$ cat config.mk
export PLATFORM = sky130hd
export DESIGN_NAME = hbd_drive_logic
export DESIGN_NICKNAME = d
export VERILOG_FILES = /design/src/include/hbd_pkg.sv /design/src/verilog/hbd_drive_logic.sv
export SDC_FILE = /design/constraint.sdc
export NUM_CORES = 1
export LEC_CHECK = 0
export ABC_AREA = 1
export CAP_MARGIN = 20
export CELL_PAD_IN_SITES_DETAIL_PLACEMENT = 0
export CELL_PAD_IN_SITES_GLOBAL_PLACEMENT = 1
export CORE_ASPECT_RATIO = 0.75
export CORE_MARGIN = 5
export CORE_UTILIZATION = 50
export CTS_CLUSTER_SIZE = 40
export DETAILED_ROUTE_END_ITERATION = 10
export DONT_BUFFER_PORTS = 1
export GPL_ROUTABILITY_DRIVEN = 0
export HOLD_SLACK_MARGIN = 0.06
export PLACE_DENSITY = 0.89
export SLEW_MARGIN = 20
export SYNTH_ARGS = -nofsm -noshare
export SYNTH_HDL_FRONTEND = slang
export SYNTH_SLANG_ARGS = --single-unit
$ cat constraint.sdc
create_clock -name sys_clk -period 3.2 [get_ports sys_clk]
set_input_delay 0.32 -clock sys_clk [delete_from_list [all_inputs] [get_ports sys_clk]]
set_output_delay 0.32 -clock sys_clk [all_outputs]
set_load 0.01 [all_outputs]
$ cat src/include/hbd_pkg.sv
// Package for the H-bridge drive and protection logic.
// Assumes a single 200 MHz system clock; all comparator inputs are digital levels.
package hbd_pkg;
  // Clock period in picoseconds
  localparam int unsigned CLK_PERIOD_PS = 5000;
  // Dead interval between switches of one leg, in ns
  localparam int unsigned DEAD_NS = 100;
  localparam int unsigned DEAD_CYC = (DEAD_NS * 1000 + CLK_PERIOD_PS - 1) / CLK_PERIOD_PS;
  // Overcurrent retry period, in ns
  localparam int unsigned RETRY_NS = 8000;
  localparam int unsigned RETRY_CYC = (RETRY_NS * 1000) / CLK_PERIOD_PS;
  // Charge-pump oscillator, in Hz; half period in cycles
  localparam int unsigned PUMP_HZ = 300000;
  localparam int unsigned PUMP_HALF_CYC = 1000000000 / (PUMP_HZ / 1000) / (2 * CLK_PERIOD_PS);
  // Reset values
  localparam logic SW_RST = 1'b0;
  localparam logic WARN_OE_RST = 1'b0;
  localparam logic PUMP_CHARGE_RST = 1'b1;

  // Commands to the four switches
  typedef struct packed {
    logic leftHigh;
    logic leftLow;
    logic rightHigh;
    logic rightLow;
  } hbd_switch_t;

  // Analog comparator and supervisor levels
  typedef struct packed {
    logic overCurrent;
    logic thermShutdown;
    logic thermWarn;
    logic underVoltage;
  } hbd_sense_t;

  // Overcurrent cutoff states
  typedef enum logic [0:0] {
    OC_RUN,
    OC_CUTOFF
  } hbd_oc_state_t;
endpackage : hbd_pkg

$ cat src/verilog/hbd_drive_logic.sv
// H-bridge input decoding, dead interval, protections and charge-pump clock.
// Assumes asynchronous inputs from the controller and from analog comparators;
// each passes a two-flop synchroniser. The comparator for thermal shutdown
// carries the analog hysteresis itself.
`timescale 1ns/1ps
`default_nettype none

module hbd_drive_logic #(
  parameter int unsigned DEAD_CYCLES = hbd_pkg::DEAD_CYC,
  parameter int unsigned RETRY_CYCLES = hbd_pkg::RETRY_CYC,
  parameter int unsigned PUMP_HALF_CYCLES = hbd_pkg::PUMP_HALF_CYC
) (
  // Clock and reset
  input wire logic sys_clk,
  input wire logic arst_n,
  // Controller inputs
  input wire logic pwmIn,
  input wire logic dirIn,
  input wire logic brakeIn,
  // Comparator and supervisor levels
  input wire hbd_pkg::hbd_sense_t senseIn,
  // Switch gate commands
  output var hbd_pkg::hbd_switch_t switchOut,
  // Charge-pump phases
  output logic pumpChargePhase,
  output logic pumpLiftPhase,
  // Open-collector warning: line level in, pull-down enable out, data always low
  input wire logic warnLineIn,
  output logic warnOut,
  output logic warnOe
);

  // Elaboration-time checks
  if (DEAD_CYCLES < 1 || DEAD_CYCLES > 255) begin : g_chk_dead
    $error("DEAD_CYCLES out of range");
  end
  if (RETRY_CYCLES < 2 || RETRY_CYCLES > 65535) begin : g_chk_retry
    $error("RETRY_CYCLES out of range");
  end
  if (PUMP_HALF_CYCLES < 1 || PUMP_HALF_CYCLES > 65535) begin : g_chk_pump
    $error("PUMP_HALF_CYCLES out of range");
  end

  localparam logic [7:0] DEAD_LAST = 8'(DEAD_CYCLES - 1);
  localparam logic [15:0] RETRY_LAST = 16'(RETRY_CYCLES - 1);
  localparam logic [15:0] PUMP_LAST = 16'(PUMP_HALF_CYCLES - 1);

  ////////////////////////////////////////////////////////////////////////////
  // Input synchronisers
  logic [6:0] syncA;
  logic [6:0] syncB;
  logic pwm, dir, brake, ocTrip, thermOff, thermWarn, underV;

  // Two flops for every controller and comparator level
  always_ff @(posedge sys_clk or negedge arst_n) begin
    if (!arst_n) begin
      syncA <= 7'h00;
      syncB <= 7'h00;
    end else begin
      syncA <= {pwmIn, dirIn, brakeIn, senseIn};
      syncB <= syncA;
    end
  end

  assign {pwm, dir, brake, ocTrip, thermOff, thermWarn, underV} = syncB;

  ////////////////////////////////////////////////////////////////////////////
  // Input decoding
  hbd_pkg::hbd_switch_t decoded;

  // Truth table of the three logic inputs
  always_comb begin
    decoded = '0;
    if (!brake) begin
      if (pwm && dir) begin
        decoded.leftHigh = 1'b1;
        decoded.rightLow = 1'b1;
      end else if (pwm) begin
        decoded.leftLow = 1'b1;
        decoded.rightHigh = 1'b1;
      end else begin
        decoded.leftHigh = 1'b1;
        decoded.rightHigh = 1'b1;
      end
    end else if (pwm && dir) begin
      decoded.leftHigh = 1'b1;
      decoded.rightHigh = 1'b1;
    end else if (pwm) begin
      decoded.leftLow = 1'b1;
      decoded.rightLow = 1'b1;
    end
  end

  ////////////////////////////////////////////////////////////////////////////
  // Overcurrent cutoff with periodic retry
  hbd_pkg::hbd_oc_state_t ocState, next_ocState;
  logic [15:0] retryCnt, next_retryCnt;
  logic highWanted;

  assign highWanted = decoded.leftHigh | decoded.rightHigh;

  // Cutoff holds for the retry period, then re-enables if still commanded
  always_comb begin
    next_ocState = ocState;
    next_retryCnt = retryCnt;
    unique case (ocState)
      hbd_pkg::OC_RUN: begin
        next_retryCnt = 16'h0000;
        if (ocTrip) begin
          next_ocState = hbd_pkg::OC_CUTOFF;
        end
      end
      hbd_pkg::OC_CUTOFF: begin
        if (retryCnt == RETRY_LAST) begin
          next_retryCnt = 16'h0000;
          if (highWanted) begin
            next_ocState = hbd_pkg::OC_RUN;
          end
        end else begin
          next_retryCnt = retryCnt + 16'h0001;
        end
      end
    endcase
  end

  always_ff @(posedge sys_clk or negedge arst_n) begin
    if (!arst_n) begin
      ocState <= hbd_pkg::OC_RUN;
      retryCnt <= 16'h0000;
    end else begin
      ocState <= next_ocState;
      retryCnt <= next_retryCnt;
    end
  end

  ////////////////////////////////////////////////////////////////////////////
  // Fault gating after decoding
  hbd_pkg::hbd_switch_t gated;
  logic allOff, highOff;

  // Thermal and supply faults kill all four; overcurrent only the high side
  always_comb begin
    allOff = thermOff | underV;
    highOff = allOff | ocTrip | (ocState == hbd_pkg::OC_CUTOFF);
    gated = decoded;
    if (allOff) begin
      gated = '0;
    end
    if (highOff) begin
      gated.leftHigh = 1'b0;
      gated.rightHigh = 1'b0;
    end
  end

  ////////////////////////////////////////////////////////////////////////////
  // Dead interval per leg
  logic [7:0] deadLeft, next_deadLeft, deadRight, next_deadRight;
  hbd_pkg::hbd_switch_t next_switchOut;

  // A leg that changes which switch is on spends DEAD_CYCLES with both off
  always_comb begin
    next_deadLeft = deadLeft;
    next_deadRight = deadRight;
    next_switchOut = gated;
    if (deadLeft != 8'h00) begin
      next_deadLeft = deadLeft - 8'h01;
      next_switchOut.leftHigh = 1'b0;
      next_switchOut.leftLow = 1'b0;
    end else if ((gated.leftHigh && switchOut.leftLow) || (gated.leftLow && switchOut.leftHigh)) begin
      next_deadLeft = DEAD_LAST;
      next_switchOut.leftHigh = 1'b0;
      next_switchOut.leftLow = 1'b0;
    end
    if (deadRight != 8'h00) begin
      next_deadRight = deadRight - 8'h01;
      next_switchOut.rightHigh = 1'b0;
      next_switchOut.rightLow = 1'b0;
    end else if ((gated.rightHigh && switchOut.rightLow) || (gated.rightLow && switchOut.rightHigh)) begin
      next_deadRight = DEAD_LAST;
      next_switchOut.rightHigh = 1'b0;
      next_switchOut.rightLow = 1'b0;
    end
    // Faults cut immediately, even inside a dead interval
    if (allOff) begin
      next_switchOut = '0;
    end
  end

  always_ff @(posedge sys_clk or negedge arst_n) begin
    if (!arst_n) begin
      deadLeft <= 8'h00;
      deadRight <= 8'h00;
      switchOut <= {4{hbd_pkg::SW_RST}};
    end else begin
      deadLeft <= next_deadLeft;
      deadRight <= next_deadRight;
      switchOut <= next_switchOut;
    end
  end

  ////////////////////////////////////////////////////////////////////////////
  // Charge-pump oscillator, free running
  logic [15:0] pumpCnt, next_pumpCnt;
  logic next_pumpCharge;

  // Toggles the two phases every half period, never stopping
  always_comb begin
    next_pumpCnt = pumpCnt + 16'h0001;
    next_pumpCharge = pumpChargePhase;
    if (pumpCnt == PUMP_LAST) begin
      next_pumpCnt = 16'h0000;
      next_pumpCharge = !pumpChargePhase;
    end
  end

  always_ff @(posedge sys_clk or negedge arst_n) begin
    if (!arst_n) begin
      pumpCnt <= 16'h0000;
      pumpChargePhase <= hbd_pkg::PUMP_CHARGE_RST;
      pumpLiftPhase <= !hbd_pkg::PUMP_CHARGE_RST;
    end else begin
      pumpCnt <= next_pumpCnt;
      pumpChargePhase <= next_pumpCharge;
      pumpLiftPhase <= !next_pumpCharge;
    end
  end

  ////////////////////////////////////////////////////////////////////////////
  // Open-collector thermal warning
  logic next_warnOe;

  // The shared line level is not needed here: our pull-down depends only on our own sensor
  // Pull-down only; data is a constant low
  always_comb begin
    next_warnOe = thermWarn;
  end

  always_ff @(posedge sys_clk or negedge arst_n) begin
    if (!arst_n) begin
      warnOe <= hbd_pkg::WARN_OE_RST;
      warnOut <= 1'b0;
    end else begin
      warnOe <= next_warnOe;
      warnOut <= 1'b0;
    end
  end
endmodule : hbd_drive_logic

`default_nettype wire
==> reports/results.tsv <==
metric	value	unit
worstHoldStart	syncA[6]	
r2r-end	deadRight[1]	
diodes	0	
initial_core_util	0.512	
io_pins	18	
drt_iter0_markers	95	
grt-ovfl-total	0	
fmax	676	MHz
detail_route.vias_per_cell	4.89	
antenna_found_initial	0	
core	6800	um^2
synth_cell_types	27	
yosysWarnings	0	
fin_worst_skew	0.00539	ns
hp-class	flip-flop to flip-flop	
drc_errors	0	
r2r-start	deadRight[0]	
root_buffer	clkbuf_8	
rsz0062_at_grt	no	
p_int	0.00174	W
p_sw	0.000818	W
die_x	106	um
routed_wirelength	6.28	mm
track_usage	0.167	
routedWlPerCell	12.1	um
power.ir.vdd_worst	0.488	mV
synthFlopType	dfrtp_1	
timing.hold.ws	0.349	ns
place_hpwl	4.42	mm
crit_path_start_kind	flip-flop	
nFillCells	587	
syn_inst	411	
final_layout_size_suffix_gt1_frac	0.120	
whs_endpoint	syncB[6]	
die_y	82.3	um
clk_latency	0.33	ns
grt_pass1_vias	2475	
design.die.area	8750	um^2
ys_seq_elements	70	
postCtsSetupBuffers	0	
syn_area	3480	um^2
crit_path_start	deadRight[0]	
vias	2537	
ant_nets	0	
syn_to_final_growth	12.5	%
power_density	653	nW/um^2
endpoint_kind	flip-flop	
seq_power_share	0.461	
io_buffer_count	0	
setup_viol	0	
synth_edf_count	0	
cts.sinks	70	
switching_share	0.320	
crit_type	flip-flop to flip-flop	
crit_required	3.43	ns
grt_max_degree	71	
cap_violations	0	
period_needed	1.48	ns
synth_nets	428	
pwr-share-comb	0.227	
final_nets	447	
rows	26	
slew_violations	0	
clkPwrFrac	0.312	
cts-buffers-inserted	9	
ff2ff_setup_slack	1.72	ns
post-route-period-util	0.462	
cts_tree	built	
grt_pass1_wl	11.6	mm
path_clk_slew	0.07	ns
cts_resized	0	
hold_depth	0	
max-clock-path-buffers	2	
h-tree-depth	3	
worstPathMaxFanout	10	
ff2ff_path_depth	7	
finalHoldViolCount	0	
p_leak	1.84	nW
critPathArrivalTime	1.71	ns
first_pass_iters	4	
fin_setup_tns	0	ns
async_flop_share	1.00	
synth-seq-area-share	0.503	
hold_buffers	9	
synth_area_per_cell	8.47	um^2
status	finished clean	
-- cells in the mapped netlist (all sizes together) (3+ instances only) --
cell type | n | area (um^2)
and2 | 3 | 18.8
xor2 | 14 | 123
inv | 61 | 229
xnor2 | 5 | 43.8
a21oi | 5 | 25.0
nand3 | 30 | 180
ha | 7 | 87.6
nor2 | 77 | 349
dfrtp | 69 | 1730
o21ai | 7 | 35.0
nand2 | 87 | 339
nor3b | 5 | 48.8
nor3 | 17 | 105
nand4 | 19 | 119
-- power groups by stage --
stage	Combinational [W]	Sequential (W)	Clock, W
2_1_floorplan	0.000467	0.00117	0
3_3_place_gp	0.000531	0.00119	0
3_5_place_dp	0.000546	0.00119	0
4_1_cts	0.000588	0.00118	0.000825
5_1_grt	0.000688	0.00120	0.000878
6_report	0.000581	0.00118	0.000797
-- final cells by class --
| class | instances | area, um^2 | area share |
|---|---|---|---|
| multi-input cells | 279 | 1490 | 0.381 |
| inverters | 61 | 229 | 0.0584 |
| well taps | 84 | 105 | 0.0268 |
| clock buffers | 10 | 138 | 0.0351 |
| clock inverters | 6 | 92.6 | 0.0236 |
| repair buffers | 9 | 108 | 0.0275 |
| flip-flops and latches | 70 | 1750 | 0.447 |
-- placed cells by master (no fill, tap or decap), types with 2 or more instances in the layout --
cell type	n
dfrtp_1	69
inv_2	4
inv_1	57
nor3_2	4
nor2_4	5
nand3_2	6
dlygate4sd3_1	8
nand4_1	19
nor3b_1	4
nor2_1	63
nand2_1	82
o21ai_0	6
clkinvlp_4	2
nor2_2	9
nand2_2	5
ha_1	7
nor3_1	13
bufinv_16	2
a21oi_1	5
nand3_1	24
xor2_1	14
and2_1	3
xnor2_1	5
clkbuf_8	10
-- through the flow --
stage                util  setup slack [ns]  instances  cell area, um^2  power (W)
floorplan               -              1.93        411             3480    0.00164
global placement    0.527              1.78        494             3580    0.00172
detailed placement  0.527              1.75        494             3580    0.00174
CTS                 0.576              1.70        519             3920    0.00259
global route        0.576              1.57        519             3920    0.00277
finish              0.576              1.72        519             3920    0.00256
-- layer usage --
layer / part of all wire / GRT usage
met1: 0.52 / 0.233
met2: 0.43 / 0.247
met3: 0.041 / 0.0567
met4: 0.010 / 0.0543
met5: 0 / 0
-- how the worst max path moves through the flow --
| stage | end | slack [ns] | cells after the start |
|---|---|---|---|
| floorplan | deadRight[1] | 1.93 | 7 |
| CTS | deadRight[1] | 1.70 | 7 |
| detailed placement | deadLeft[1] | 1.75 | 8 |
| global route | deadLeft[1] | 1.57 | 8 |
| global placement | deadRight[1] | 1.78 | 7 |
| finish | deadRight[1] | 1.72 | 7 |
-- registers in the layout, summed over array words and instances, names as in the netlist --
register and count:
syncB 7, syncA 7, switchOut 4, retryCnt 16, deadRight 8, deadLeft 8
ocState 1, pumpCnt 16, pumpChargePhase 1, pumpLiftPhase 1, warnOe 1
-- cell families (layout without fill, tap and decap cells) --
kind of cell	Yosys count	in the layout	share of synthesized area
simple gates	239	239	0.335
flops	70	70	0.503
buf+inv	62	86	0.0679
xor+xnor	19	19	0.0478
compound gates	13	13	0.0194
fa+ha+maj	7	7	0.0252
other cells	1	1	0.00108
-- critical path, stage by stage, from the launching register on --
cell and delay, ns:
dfrtp_1 0.39, inv_1 0.14, ha_1 0.18, nand3_1 0.12
nor2_4 0.26, nand3_2 0.15, nand2_1 0.08, nand2_1 0.05
Note: power is estimated with default switching activity, not from simulation.
